===== config.mk =====
export PLATFORM = sky130hd
export DESIGN_NAME = pga_gain_and_readback
export DESIGN_NICKNAME = d
export VERILOG_FILES = /design/src/design/pga_pkg.sv /design/src/design/gain_reduce.sv /design/src/design/offset_store.sv /design/src/design/pga_gain_and_readback.sv
export SDC_FILE = /design/constraint.sdc
export NUM_CORES = 1
export LEC_CHECK = 0
export BUFFER_PORTS_ARGS = -buffer_cell sky130_fd_sc_hd__clkbuf_2
export CAP_MARGIN = 10
export CORE_UTILIZATION = 40
export CTS_CLUSTER_SIZE = 12
export DETAILED_ROUTE_END_ITERATION = 8
export SETUP_SLACK_MARGIN = 0.4
export SYNTH_ARGS = -nofsm -noshare
export SYNTH_HDL_FRONTEND = slang
export SYNTH_SLANG_ARGS = --single-unit

===== constraint.sdc =====
create_clock -name clock_i -period 2.16 [get_ports clock_i]
set_clock_uncertainty 0.15 [all_clocks]
set_input_delay 0.324 -clock clock_i [delete_from_list [all_inputs] [get_ports clock_i]]
set_output_delay 0.324 -clock clock_i [all_outputs]
set_load 0.02 [all_outputs]

===== src/design/pga_pkg.sv =====
// Constants, field layouts and carrier types of the gain-control and readback block.
// Assumes one 10 MHz clock and a serial frame of 32 bits sent least significant bit first.
package pga_pkg;

  // Serial frame
  localparam int FRAME_BITS = 32;
  localparam logic [4:0] BIT_CNT_LAST = 5'h1F;

  // Address and bank fields of every frame
  localparam int ADDR_LSB = 0;
  localparam int ADDR_MSB = 2;
  localparam int BANK_LSB = 3;
  localparam int BANK_MSB = 4;
  localparam logic [2:0] REG_READBACK = 3'h0;
  localparam logic [2:0] REG_SETUP1 = 3'h1;
  localparam logic [1:0] BANK_SETUP = 2'h1;

  // Setup register 1 fields
  localparam int GAIN_LSB = 12;
  localparam int GAIN_MSB = 16;
  localparam int STEP_BIT = 28;
  localparam logic [4:0] GAIN_RESET = 5'h00;
  localparam logic STEP_RESET = 1'b0;
  localparam logic [4:0] GAIN_MAX = 5'h18;

  // Readback word contents
  localparam logic [7:0] OFFSET_MID = 8'h80;
  localparam logic [1:0] VERSION_VALUE = 2'h2;  // Arbitrary value
  localparam logic [8:0] UNUSED_FILL = 9'h000;

  typedef struct packed {
    logic step_2db;
    logic [4:0] gain;
  } setup1_t;

  typedef struct packed {
    logic [7:0] inphase;
    logic [7:0] quad;
  } offsets_t;

  typedef struct packed {
    logic [7:0] inphase_offset_code;
    logic [7:0] quad_offset_code;
    logic [8:0] unused_bits;
    logic [1:0] version_field;
    logic [1:0] bank;
    logic [2:0] addr;
  } readback_t;

  typedef enum logic [1:0] {
    ST_IDLE = 2'b01,
    ST_SHIFT_OUT = 2'b10
  } rb_state_t;

endpackage : pga_pkg


===== src/design/gain_reduce.sv =====
// Effective gain computation: programmed gain less the scaled fast-reduction count.
// Purely combinational; the caller registers the result.
`timescale 1ns/100ps
module gain_reduce (
  // Programmed setting
  input wire pga_pkg::setup1_t setup_i,
  // Fast-reduction count, bit 2 most significant
  input wire logic [2:0] fast_reduce_i,
  // Result
  output logic [4:0] gain_o
);

  logic [4:0] clamped;
  logic [4:0] scaled;

  always_comb begin
    clamped = (setup_i.gain > pga_pkg::GAIN_MAX) ? pga_pkg::GAIN_MAX : setup_i.gain;
    scaled = setup_i.step_2db ? {1'b0, fast_reduce_i, 1'b0} : {2'b00, fast_reduce_i};
    if (scaled > clamped) begin
      gain_o = 5'h00;
    end else begin
      gain_o = clamped - scaled;
    end
  end

endmodule : gain_reduce


===== src/design/offset_store.sv =====
// Holder of the two 8-bit offset correction codes, read data from flip-flops.
// Assumes the calibration logic outside presents new codes with a one-cycle load pulse.
`timescale 1ns/100ps
module offset_store (
  // Clock and reset
  input wire logic clock_i,
  input wire logic rst_i,
  // Write side
  input wire logic load_i,
  input wire pga_pkg::offsets_t load_data_i,
  // Read side
  output pga_pkg::offsets_t codes_o
);

  pga_pkg::offsets_t next_codes;

  always_comb begin
    next_codes = codes_o;
    if (load_i) begin
      next_codes = load_data_i;
    end
  end

  always_ff @(posedge clock_i) begin
    if (rst_i) begin
      codes_o <= '{inphase: pga_pkg::OFFSET_MID, quad: pga_pkg::OFFSET_MID};
    end else begin
      codes_o <= next_codes;
    end
  end

endmodule : offset_store


===== src/design/pga_gain_and_readback.sv =====
// Gain-control and readback logic of a receiver front end: serial frame intake,
// setup register 1 fields, effective gain word and the serial readback word.
// Assumes serial data, latch and fast-reduction pins are synchronous to clock_i.
`timescale 1ns/100ps

module pga_gain_and_readback (
  // Clock and reset
  input wire logic clock_i,
  input wire logic rst_i,
  // Serial interface
  input wire logic ser_shift_i,
  input wire logic ser_data_i,
  input wire logic ser_latch_i,
  output logic readback_o,
  output logic readback_active_o,
  // Fast-reduction pins
  input wire logic fast_reduce_msb_i,
  input wire logic fast_reduce_mid_i,
  input wire logic fast_reduce_lsb_i,
  // Offset codes from the calibration logic
  input wire logic offset_load_i,
  input wire logic [7:0] inphase_offset_in_i,
  input wire logic [7:0] quad_offset_in_i,
  // Gain and offset outputs
  output logic [4:0] effective_gain_word_o,
  output logic [7:0] inphase_offset_code_o,
  output logic [7:0] quad_offset_code_o
);

  // Frame intake
  logic [pga_pkg::FRAME_BITS-1:0] frame;
  logic [pga_pkg::FRAME_BITS-1:0] next_frame;
  logic [2:0] frame_addr;
  logic [1:0] frame_bank;
  logic setup1_write;
  logic readback_cmd;

  // Setup register 1
  pga_pkg::setup1_t setup1;
  pga_pkg::setup1_t next_setup1;

  // Gain path
  logic [2:0] fast_reduce;
  logic [4:0] gain_calc;
  logic [4:0] next_gain;

  // Readback path
  pga_pkg::rb_state_t rb_state;
  pga_pkg::rb_state_t next_rb_state;
  logic [pga_pkg::FRAME_BITS-1:0] rb_shift;
  logic [pga_pkg::FRAME_BITS-1:0] next_rb_shift;
  logic [4:0] rb_cnt;
  logic [4:0] next_rb_cnt;
  logic next_readback;
  pga_pkg::readback_t rb_word;
  pga_pkg::offsets_t codes;

  // Frame intake: least significant bit arrives first and ends in bit 0
  always_comb begin
    next_frame = frame;
    if (ser_shift_i) begin
      next_frame = {ser_data_i, frame[pga_pkg::FRAME_BITS-1:1]};
    end
  end

  always_ff @(posedge clock_i) begin
    if (rst_i) begin
      frame <= '0;
    end else begin
      frame <= next_frame;
    end
  end

  assign frame_addr = frame[pga_pkg::ADDR_MSB:pga_pkg::ADDR_LSB];
  assign frame_bank = frame[pga_pkg::BANK_MSB:pga_pkg::BANK_LSB];
  assign setup1_write = ser_latch_i && frame_bank == pga_pkg::BANK_SETUP && frame_addr == pga_pkg::REG_SETUP1;
  assign readback_cmd = ser_latch_i && frame_bank == pga_pkg::BANK_SETUP && frame_addr == pga_pkg::REG_READBACK;

  // Setup register 1: gain field and step-size bit
  always_comb begin
    next_setup1 = setup1;
    if (setup1_write) begin
      next_setup1.gain = frame[pga_pkg::GAIN_MSB:pga_pkg::GAIN_LSB];
      next_setup1.step_2db = frame[pga_pkg::STEP_BIT];
    end
  end

  always_ff @(posedge clock_i) begin
    if (rst_i) begin
      setup1 <= '{step_2db: pga_pkg::STEP_RESET, gain: pga_pkg::GAIN_RESET};
    end else begin
      setup1 <= next_setup1;
    end
  end

  // Gain path: pins act every cycle, no register write needed
  assign fast_reduce = {fast_reduce_msb_i, fast_reduce_mid_i, fast_reduce_lsb_i};

  gain_reduce u_gain_reduce (
    .setup_i(setup1),
    .fast_reduce_i(fast_reduce),
    .gain_o(gain_calc)
  );

  always_comb begin
    next_gain = gain_calc;
  end

  always_ff @(posedge clock_i) begin
    if (rst_i) begin
      effective_gain_word_o <= pga_pkg::GAIN_RESET;
    end else begin
      effective_gain_word_o <= next_gain;
    end
  end

  // Offset codes
  offset_store u_offset_store (
    .clock_i(clock_i),
    .rst_i(rst_i),
    .load_i(offset_load_i),
    .load_data_i(pga_pkg::offsets_t'{inphase: inphase_offset_in_i, quad: quad_offset_in_i}),
    .codes_o(codes)
  );

  assign inphase_offset_code_o = codes.inphase;
  assign quad_offset_code_o = codes.quad;

  // Readback word assembly
  always_comb begin
    rb_word.addr = pga_pkg::REG_READBACK;
    rb_word.bank = pga_pkg::BANK_SETUP;
    rb_word.version_field = pga_pkg::VERSION_VALUE;
    rb_word.unused_bits = pga_pkg::UNUSED_FILL;
    rb_word.quad_offset_code = codes.quad;
    rb_word.inphase_offset_code = codes.inphase;
  end

  // Readback shifter: word captured on the command, then one bit per shift pulse
  always_comb begin
    next_rb_state = rb_state;
    next_rb_shift = rb_shift;
    next_rb_cnt = rb_cnt;
    next_readback = readback_o;
    case (rb_state)
      pga_pkg::ST_IDLE: begin
        if (readback_cmd) begin
          next_rb_state = pga_pkg::ST_SHIFT_OUT;
          next_rb_shift = rb_word;
          next_rb_cnt = 5'h00;
          next_readback = rb_word[0];
        end
      end
      pga_pkg::ST_SHIFT_OUT: begin
        if (ser_shift_i) begin
          if (rb_cnt == pga_pkg::BIT_CNT_LAST) begin
            next_rb_state = pga_pkg::ST_IDLE;
            next_readback = 1'b0;
          end else begin
            next_rb_shift = {1'b0, rb_shift[pga_pkg::FRAME_BITS-1:1]};
            next_rb_cnt = rb_cnt + 5'h01;
            next_readback = rb_shift[1];
          end
        end
      end
      default: begin
        next_rb_state = pga_pkg::ST_IDLE;
        next_readback = 1'b0;
      end
    endcase
  end

  always_ff @(posedge clock_i) begin
    if (rst_i) begin
      rb_state <= pga_pkg::ST_IDLE;
      rb_shift <= '0;
      rb_cnt <= 5'h00;
      readback_o <= 1'b0;
    end else begin
      rb_state <= next_rb_state;
      rb_shift <= next_rb_shift;
      rb_cnt <= next_rb_cnt;
      readback_o <= next_readback;
    end
  end

  assign readback_active_o = (rb_state == pga_pkg::ST_SHIFT_OUT);

  logic [4:0] chk_clamped;
  logic [4:0] chk_scaled;
  assign chk_clamped = (setup1.gain > pga_pkg::GAIN_MAX) ? pga_pkg::GAIN_MAX : setup1.gain;
  assign chk_scaled = setup1.step_2db ? {1'b0, fast_reduce, 1'b0} : {2'b00, fast_reduce};
endmodule : pga_gain_and_readback


==> out/metrics.csv, run 1 <==
stage;metric;value;unit
synthesis;syn_area_per_cell;9.351;um^2
floorplan;die-height;100.9;um
synthesis;synthFlopType;dfxtp_1;
clock_tree;cts-root-buf;clkbuf_8;
global_route;grt_max_degree;33;
timing;fin_crit_sh;91.21;%
routing;drt_iter0_drc;142;
critical_path;critPathRequiredTime;2.29;ns
timing;slew_headroom;65.21;%
clock_tree;numCtsBuffers;9;
routing;drc;0;
critical_path;path_class;flip-flop to flip-flop;
global_route;antenna_found_initial;0;
timing;layout_setup_ws;0.1898;ns
clock_tree;clkLatencyLatePin;0.37;ns
min_path;hold_class;input pin to flip-flop;
routing;routed_wl;8531;um
synthesis;ys_seq_area_share;50.19;%
power_and_ir_drop;power_frac_comb;6.9;%
final_layout;synthToLayoutAreaGrowth;27.14;%
critical_path;r2r_slack;0.19;ns
global_route;track_usage;16.77;%
synthesis;synth-async-reset-ratio;0;%
placement;dp_hpwl;5299;um
synthesis;synth_top_area_share;50.19;%
clock_tree;cts_tree;yes;
clock_tree;clock_path_buffers;2;
clock_tree;cts_max_level;3;
final_layout;diodes;0;
global_route;gr-total-overflow;0;
floorplan;start_util;41.71;%
synthesis;yosysWarnings;0;
critical_path;end_kind;flip-flop;
global_route;grt_pass1_wl;13390;um
final_layout;nets;508;
critical_path;critPathLaunchType;flip-flop;
clock_tree;clk_pin_slew;0.10;ns
floorplan;die_x;100.9;um
power_and_ir_drop;power.share.clock;36.2;%
floorplan;die_area;10170;um^2
placement;dpl.cell_count;577;
timing;rsz0062_at_grt;true;
floorplan;core_area;9371;um^2
timing;worst_pin_slew;0.5219;ns
synthesis;syn_inst;418;
critical_path;worstPathMaxFanout;7;
power_and_ir_drop;sequentialPowerShare;56.9;%
timing;final.setup.tns;0;ns
synthesis;synth_edf_count;0;
power_and_ir_drop;p_per_area;650.4;nW/um^2
final_layout;layoutNonFillerInstCount;609;
final_layout;drive_gt1_share;32.08;%
job;maxCapViolCount;0;
floorplan;io_pins;48;
synthesis;ys_top_cells_by_area;dfxtp_1 50%, mux2i_1 14%, nor2_1 7.0%, nand2_1 5.1%, a21oi_1 2.6%;
timing;setup_viol;0;
placement;portBuffers;47;
power_and_ir_drop;ir_drop;0.0003195;V
routing;num_vias;3049;
final_layout;fin_util;53.03;%
timing;fin_crit;1.970;ns
floorplan;rows;35;
timing;slew_violations;0;
synthesis;syn_nets;450;
routing;wl_per_cell;14.01;um
timing;finalHoldViolCount;0;
timing;max_freq;0.5076;GHz
synthesis;syn_area;3909;um^2
routing;drtAntennaViolNets;0;
power_and_ir_drop;p_int;2.450;mW
synthesis;yosysTopAreaCell;dfxtp_1;
synthesis;ys_types;39;
routing;first_pass_iters;4;
placement;place_congestion;0.7828;
outcome;status;finished, final reports clean;
critical_path;cp.arrival;2.10;ns
global_route;first_global_vias;2868;
routing;post_drt_via_cell_ratio;5.007;
power_and_ir_drop;swShare;24.20;%
power_and_ir_drop;leakagePower;2.014;nW
placement;post-place-ws;0.1768;ns
power_and_ir_drop;p_sw;782.3;uW
power_and_ir_drop;p_total;3.232;mW
synthesis;ys_ff_latch;98;
clock_tree;cts.sinks;98;
power by group through the flow:
| stage | combinational, mW | sequential, mW | clock, mW |
|---|---|---|---|
| after floorplan | 0.113 | 1.90 | 0 |
| after global placement | 0.204 | 1.88 | 0 |
| after detailed placement | 0.206 | 1.88 | 0 |
| after CTS | 0.214 | 1.84 | 1.20 |
| after global routing | 0.244 | 1.84 | 1.29 |
| final | 0.223 | 1.84 | 1.17 |
cell type report:
type | count | area (um^2)
clock buffers | 9 | 123.9
clock inverters | 6 | 67.56
fillers | 892 | 4402
inverters | 4 | 20.02
multi-input cells | 285 | 2051
flip-flops and latches | 98 | 1978
well taps | 129 | 161.4
repair buffers | 77 | 563.0
repair inverters | 1 | 5.005
layout by cell type (no fill, tap or decap), types with 11 or more instances in the layout:
cell / netlist / final
nand3_1: 18 / 17
clkbuf_2: 0 / 46
buf_4: 3 / 20
a21oi_1: 20 / 11
mux2i_1: 54 / 52
nand2_1: 53 / 51
dfxtp_1: 98 / 91
nor2_1: 73 / 65
cell families (layout without fill, tap and decap cells):
logic type | after synthesis | count (layout) | synth area share (%)
mux | 54 | 54 | 13.83
xor+xnor | 1 | 1 | 0.2241
fa+ha+maj | 7 | 7 | 2.433
compound gates | 50 | 50 | 10.08
flops | 98 | 98 | 50.19
simple gates | 173 | 173 | 19.40
buf+inv | 35 | 97 | 3.841
sequential cells by signal, summed over array words and instances (netlist names):
signal,flops
effective_gain_word_o,5
frame,32
rb_cnt,5
rb_shift,31
rb_state,2
readback_o,1
setup1,6
u_offset_store.codes_o,16
layer usage:
layer | up-vias | GRT usage, % | routed length (um)
met5 | - | 0 | 0
met4 | 0 | 6.689 | 150
met3 | 13 | 3.398 | 227
met2 | 41 | 26.08 | 3869
met1 | 1445 | 22.83 | 4283
li1 | 1550 | - | -
final timing paths:
path                           from                         end  cells past startpoint
min reg2reg            rb_shift[15]                rb_shift[15]                      2
max                       rb_cnt[0]                rb_shift[19]                      9
min          inphase_offset_in_i[7]  u_offset_store.codes_o[15]                      2
max reg2reg               rb_cnt[0]                rb_shift[19]                      9
synthesized netlist by cell type, types with 2 or more instances:
master / instances
a211o_1: 2
a21oi_1: 20
a311oi_1: 10
a311oi_2: 6
and2_1: 2
buf_1: 2
buf_2: 6
buf_4: 3
clkbuf_1: 20
dfxtp_1: 98
ha_1: 6
inv_1: 2
inv_2: 2
mux2i_1: 54
nand2_1: 53
nand2b_1: 3
nand3_1: 18
nand4bb_1: 2
nor2_1: 73
nor2b_1: 5
nor3_1: 10
o21a_1: 3
o21ai_0: 2
metrics by stage:
step | hold slack (ns) | cell area, um^2
2_1_floorplan | 0.2819 | 4016
3_3_place_gp | 0.2899 | 4380
3_5_place_dp | 0.2973 | 4380
4_1_cts | 0.001645 | 4717
5_1_grt | 0.008627 | 4970
6_report | 0.01273 | 4970
what timing repair did:
| action | CTS | global route |
|---|---|---|
| gates resized for setup | 21 | 39 |
| cloned | 1 | 3 |
| pin swaps | 3 | 33 |
| endpoints found under the setup margin | 47 | 42 |
| setup buffers | 8 | 4 |
| hold buffers | 0 | 1 |
| hold endpoints to repair | 0 | 1 |
worst max-delay path, cell delays in order, from the launching register on:
cell and delay (ns):
dfxtp_4 0.36, ha_4 0.16, and3_4 0.18, ha_4 0.15
nand4bb_4 0.25, o21ai_4 0.10, buf_12 0.16, buf_8 0.13
nor2_4 0.04, a311oi_2 0.20
Note: power is estimated with default switching activity, not from simulation.
==> run 2, diff against run 1 <==
--- a/config.mk
+++ b/config.mk
@@ -10,6 +10,7 @@
 export CORE_UTILIZATION = 40
 export CTS_CLUSTER_SIZE = 12
 export DETAILED_ROUTE_END_ITERATION = 8
+export PLACE_DENSITY = 0.58
 export SETUP_SLACK_MARGIN = 0.4
 export SYNTH_ARGS = -nofsm -noshare
 export SYNTH_HDL_FRONTEND = slang
==> run 2 against run 1 <==
Against the previous run:
- via count up 2.5%
- maximum frequency down 0.80%
- sequential share of layout area down 0.85 points
- die area unchanged
- final area up 2.5%
- first-iteration DRC count down 28%
- non-clock buffer count up 9
- critical endpoint is now rb_shift[23]
- largest power group unchanged
==> out/metrics.csv, run 2 (synthesized netlist as in run 1, its figures left out) <==
stage;metric;value;unit
min_path;hold_depth;2;
timing;slew_violations;0;
power_and_ir_drop;leakagePower;2.045;nW
clock_tree;clock_path_buffers;2;
routing;drtAntennaViolNets;0;
timing;finalHoldViolCount;0;
global_route;grt_max_degree;53;
clock_tree;clkLatencyLatePin;0.35;ns
floorplan;io_pins;48;
final_layout;synthToLayoutAreaGrowth;30.31;%
clock_tree;cts.sinks;98;
timing;slew_headroom;64.44;%
critical_path;r2r-start;frame[4];
routing;post_drt_via_cell_ratio;5.047;
final_layout;layout_commonest_cell;dfxtp_1;
final_layout;diodes;0;
routing;wl_per_cell;13.88;um
routing;first_pass_iters;4;
final_layout;largest_reg_flops;32;
global_route;gr-total-overflow;0;
critical_path;critPathLaunchType;flip-flop;
routing;drt_iter0_drc;102;
min_path;min_to;u_offset_store.codes_o[7];
global_route;grt_pass1_wl;13430;um
floorplan;die_x;100.9;um
critical_path;crit_family;simple AND/OR/NAND/NOR gates;
final_layout;layoutNonFillerInstCount;619;
critical_path;critPathRequiredTime;2.25;ns
placement;dpl.cell_count;570;
placement;dp_hpwl;4747;um
clock_tree;cts_tree;yes;
critical_path;cp_num_buf_inv;3;
critical_path;cp.arrival;2.07;ns
clock_tree;cts-root-buf;clkbuf_8;
critical_path;worstPathMaxFanout;6;
global_route;antenna_found_initial;0;
critical_path;max_stage_delay;0.57;ns
global_route;first_global_vias;2851;
critical_path;rr_worst_depth;6;
floorplan;rows;35;
final_layout;final_cell_mix;90 x dfxtp_1, 72 x nor2_1, 53 x mux2i_1;
min_path;min-delay-start;quad_offset_in_i[7];
clock_tree;numCtsBuffers;9;
critical_path;crit_slowest_cell;or4b_4;
critical_path;path_class;flip-flop to flip-flop;
final_layout;nets;517;
routing;drc;0;
placement;portBuffers;47;
clock_tree;clk_pin_slew;0.09;ns
critical_path;crit_top_cell;buf_6;
timing;fin_crit;1.986;ns
routing;routed_wl;8594;um
floorplan;die_area;10170;um^2
critical_path;worstPathCellList;or4b_4, o21ai_4, buf_6, buf_6, clkbuf_16, a311oi_1;
final_layout;finalInstanceArea;5094;um^2
global_route;track_usage;16.79;%
critical_path;r2r_slack;0.17;ns
final_layout;reg_top3;frame (32), rb_shift (31), u_offset_store.codes_o (16);
critical_path;r2r_end;rb_shift[23];
power_and_ir_drop;ir_drop;0.0003349;V
floorplan;core_area;9371;um^2
timing;final.setup.tns;0;ns
timing;fin_crit_sh;91.95;%
final_layout;drive_gt1_share;32.86;%
routing;num_vias;3124;
timing;rsz0062_at_grt;true;
min_path;hold_class;input pin to flip-flop;
outcome;status;finished, final reports clean;
placement;place_congestion;0.7380;
power_and_ir_drop;p_per_area;639.9;nW/um^2
timing;max_freq;0.5035;GHz
clock_tree;cts_max_level;3;
floorplan;start_util;41.71;%
floorplan;die-height;100.9;um
job;maxCapViolCount;0;
critical_path;end_kind;flip-flop;
final_layout;registers.top_by_ff_count;frame;
placement;dpl_cell_area;4340;um^2
timing;setup_viol;0;
timing;worst_pin_slew;0.5333;ns
clock_tree;ctsHoldBuffers;0;
[run 2: changes by cell type in the layout (fill, tap and decap cells not counted), sizes merged]
cell / before / now
buf: 28 / 38
clkinvlp: 2 / 1
o21a: 3 / 4
inv: 4 / 6
dlygate4sd3: 1 / 0
clkbuf: 57 / 59
clkinv: 4 / 1
[run 2: power breakdown]
group	leakage, nW	switching [mW]	internal (mW)
Clock	0.100	0.625	0.575
Sequential	0.799	0.0158	1.82
Combinational	1.15	0.129	0.0943
[run 2: stage by stage]
stage	hold slack [ns]	setup WS (ns)	total power, mW	util, %
6_report	0.02996	0.1739	3.260	54.35
5_1_grt	0.01859	0.1308	3.392	54.35
4_1_cts	0.01387	0.1727	3.289	51.72
3_5_place_dp	0.2971	0.01298	2.084	46.32
3_3_place_gp	0.2875	0.02150	2.082	46.32
2_1_floorplan	0.2819	0.3552	2.018	-
[run 2: what timing repair did]
| action | CTS | global route |
|---|---|---|
| cloned | 4 | 2 |
| buffers inserted | 14 | 13 |
| pin swaps | 17 | 14 |
| resized for setup | 31 | 27 |
| setup endpoints to repair | 42 | 47 |
[run 2: worst reg2reg max path, stage by stage (launching register included)]
cell       delay [ns]
dfxtp_2          0.34
or4b_4           0.57
o21ai_4          0.30
buf_6            0.17
buf_6            0.12
clkbuf_16        0.15
a311oi_1         0.08
[run 2: layout make-up]
type / instances / area [um^2]
repair buffers: 86 / 683.2
inverters: 4 / 17.52
clock inverters: 5 / 60.06
multi-input cells: 286 / 2046
flip-flops and latches: 98 / 1984
clock buffers: 11 / 141.4
fillers: 870 / 4278
well taps: 129 / 161.4
[run 2: per-layer routing]
layer | up-vias | routed length (um) | GRT usage, %
met1 | 1516 | 4282 | 23.01
met4 | 0 | 127 | 7.358
li1 | 1566 | - | -
met3 | 11 | 168 | 2.635
met2 | 31 | 4015 | 26.19
met5 | - | 0 | 0
[run 2: worst max-delay path by stage]
stage                         start                        to  slack (ns)  cells after the start
after global placement    rb_cnt[0]                 rb_cnt[2]        0.02                      7
after floorplan           setup1[5]  effective_gain_word_o[2]        0.36                      6
after detailed placement  rb_cnt[0]                 rb_cnt[2]        0.01                      7
final                      frame[4]              rb_shift[23]        0.17                      6
after CTS                  frame[4]                 rb_cnt[4]        0.17                      6
after global routing      rb_cnt[0]              rb_shift[30]        0.13                      9
==> run 3, diff against run 2 <==
--- a/config.mk
+++ b/config.mk
@@ -10,7 +10,7 @@
 export CORE_UTILIZATION = 40
 export CTS_CLUSTER_SIZE = 12
 export DETAILED_ROUTE_END_ITERATION = 8
-export PLACE_DENSITY = 0.58
+export PLACE_DENSITY = 0.56
 export SETUP_SLACK_MARGIN = 0.4
 export SYNTH_ARGS = -nofsm -noshare
 export SYNTH_HDL_FRONTEND = slang
==> constraint.sdc (replaced) <==
create_clock -name clock_i -period 1.9 [get_ports clock_i]
set_clock_uncertainty 0.15 [all_clocks]
set_input_delay 0.285 -clock clock_i [delete_from_list [all_inputs] [get_ports clock_i]]
set_output_delay 0.285 -clock clock_i [all_outputs]
set_load 0.02 [all_outputs]
==> run 3 against run 2 <==
Against the previous run:
- the flow now finishes with violations (setup timing)
- maximum frequency rose by 1.9%
- non-clock buffer count is 8 higher
- critical path type unchanged
- critical path depth grew 3
- count of clock-buffer cells in the layout grew 1
- global-route usage up 0.60 points
- register-to-register slack worse by 0.22 ns
- core utilization grew 2.3 points
- final cell count increased by 1.1%
- sequential power is 14% higher
- clock power up 9%
- largest power group unchanged
==> out/metrics.csv, run 3 (synthesized netlist as in run 1, its figures left out) <==
stage;metric;value;unit
outcome;status;complete, but fails checks;
outcome;violations;setup timing;
critical_path;critPathLaunchType;flip-flop;
final_layout;diodes;0;
routing;drtAntennaViolNets;0;
final_layout;layout_commonest_cell;dfxtp_1;
global_route;first_global_vias;3018;
critical_path;path_class;flip-flop to flip-flop;
floorplan;die_x;100.9;um
global_route;antenna_found_initial;0;
critical_path;crit_family;simple AND/OR/NAND/NOR gates;
clock_tree;clock_path_buffers;2;
final_layout;nets;524;
global_route;grt_max_degree;35;
job;maxCapViolCount;0;
clock_tree;numCtsBuffers;9;
final_layout;n_fill_cell;845;
critical_path;crit_top_cell;ha_4;
final_layout;final_cell_mix;88 x dfxtp_1, 63 x nor2_1, 52 x mux2i_1;
placement;portBuffers;47;
power_and_ir_drop;p_per_area;694.2;nW/um^2
critical_path;crit_slowest_cell;dfxtp_4;
timing;rsz0062_at_grt;true;
clock_tree;clk_pin_slew;0.09;ns
power_and_ir_drop;p_total;3.683;mW
timing;holdWs;0.01080;ns
clock_tree;cts_tree;yes;
timing;layout_setup_ws;-0.04993;ns
routing;drc;0;
critical_path;worstPathMaxFanout;7;
floorplan;io_pins;48;
power_and_ir_drop;ir_drop;0.0004508;V
routing;drt_iter0_drc;70;
global_route;track_usage;17.39;%
critical_path;cp_num_buf_inv;2;
floorplan;core_area;9371;um^2
timing;final.setup.tns;-0.5746;ns
min_path;hold_class;input pin to flip-flop;
critical_path;worstPathCellList;ha_4, and3_4, ha_4, nand4bb_4, o21ai_4, buf_12, buf_16, nor2_2, a311oi_1;
placement;dpl.cell_count;584;
timing;worst_pin_slew;0.5220;ns
floorplan;die_area;10170;um^2
clock_tree;cts.sinks;98;
placement;dp_hpwl;5320;um
critical_path;cp.arrival;2.08;ns
placement;post-place-ws;-0.06524;ns
critical_path;critPathRequiredTime;2.03;ns
final_layout;reg_top3;frame (32), rb_shift (31), u_offset_store.codes_o (16);
floorplan;start_util;41.71;%
final_layout;layoutNonFillerInstCount;626;
power_and_ir_drop;leakagePower;2.098;nW
final_layout;drive_gt1_share;36.62;%
timing;max_freq;0.5128;GHz
timing;finalHoldViolCount;0;
clock_tree;cts_max_level;3;
critical_path;end_kind;flip-flop;
final_layout;synthToLayoutAreaGrowth;35.76;%
routing;post_drt_via_cell_ratio;4.909;
final_layout;registers.top_by_ff_count;frame;
routing;num_vias;3073;
timing;slew_violations;0;
global_route;gr-total-overflow;0;
floorplan;die-height;100.9;um
clock_tree;cts-root-buf;clkbuf_8;
timing;setup_viol;25;
placement;place_congestion;0.7695;
timing;fin_crit_sh;102.6;%
routing;routed_wl;8420;um
routing;first_pass_iters;4;
routing;wl_per_cell;13.45;um
final_layout;largest_reg_flops;32;
critical_path;max_stage_delay;0.36;ns
timing;fin_crit;1.950;ns
global_route;grt_pass1_wl;13810;um
timing;slew_headroom;65.20;%
clock_tree;clkLatencyLatePin;0.37;ns
floorplan;rows;35;
[run 3: cell type report]
| class | count | area [um^2] | area share (%) |
|---|---|---|---|
| multi-input combinational | 285 | 2173 | 40.96 |
| clock inverter | 4 | 31.28 | 0.5895 |
| clock buffer | 12 | 166.4 | 3.136 |
| sequential | 98 | 1979 | 37.30 |
| timing repair buffer | 94 | 779.5 | 14.69 |
| tap | 129 | 161.4 | 3.042 |
| inverter | 4 | 15.01 | 0.2830 |
[run 3: power by group]
group          switching [mW]  internal [mW]
combinational           0.153          0.127
clock                   0.715          0.597
sequential             0.0178           2.07
total                   0.886           2.80
[run 3: path summary, 6_finish.rpt]
kind | start | endpoint | slack [ns] | depth (start not counted)
setup reg to reg | rb_cnt[0] | rb_shift[19] | -0.05 | 9
setup / recovery | rb_cnt[0] | rb_shift[19] | -0.05 | 9
hold / removal | inphase_offset_in_i[6] | u_offset_store.codes_o[14] | 0.01 | 3
hold reg to reg | rb_shift[5] | rb_shift[5] | 0.32 | 2
[run 3: worst reg2reg max path, stage by stage (launching register included)]
cell and delay (ns):
dfxtp_4 0.36, ha_4 0.15, and3_4 0.18, ha_4 0.16, nand4bb_4 0.22, o21ai_4 0.16
buf_12 0.15, buf_16 0.13, nor2_2 0.04, a311oi_1 0.17
[run 3: per-stage QoR]
step                      instance area (um^2)  utilization [%]
after global placement                    4493            47.94
after CTS                                 5094            54.35
after global routing                      5306            56.62
after floorplan                           4061                -
final                                     5306            56.62
after detailed placement                  4493            47.94
[run 3: repair_timing]
| item | 4_1_cts | 5_1_grt |
|---|---|---|
| hold buffers | 10 | 0 |
| endpoints found under the setup margin | 50 | 50 |
| setup buffers | 10 | 3 |
| hold endpoints to repair | 10 | 0 |
| resized for setup | 41 | 37 |
| cloned | 2 | 1 |
| pin swaps | 17 | 24 |
[run 3: per-layer routing]
layer	wire length, um	up-vias	GRT usage, %	part of all wire (%)
met4	73	0	4.013	0.87
met2	4269	36	30.87	51
met5	0	-	0	0
met3	236	8	5.479	2.8
met1	3840	1446	20.41	46
li1	-	1583	-	-
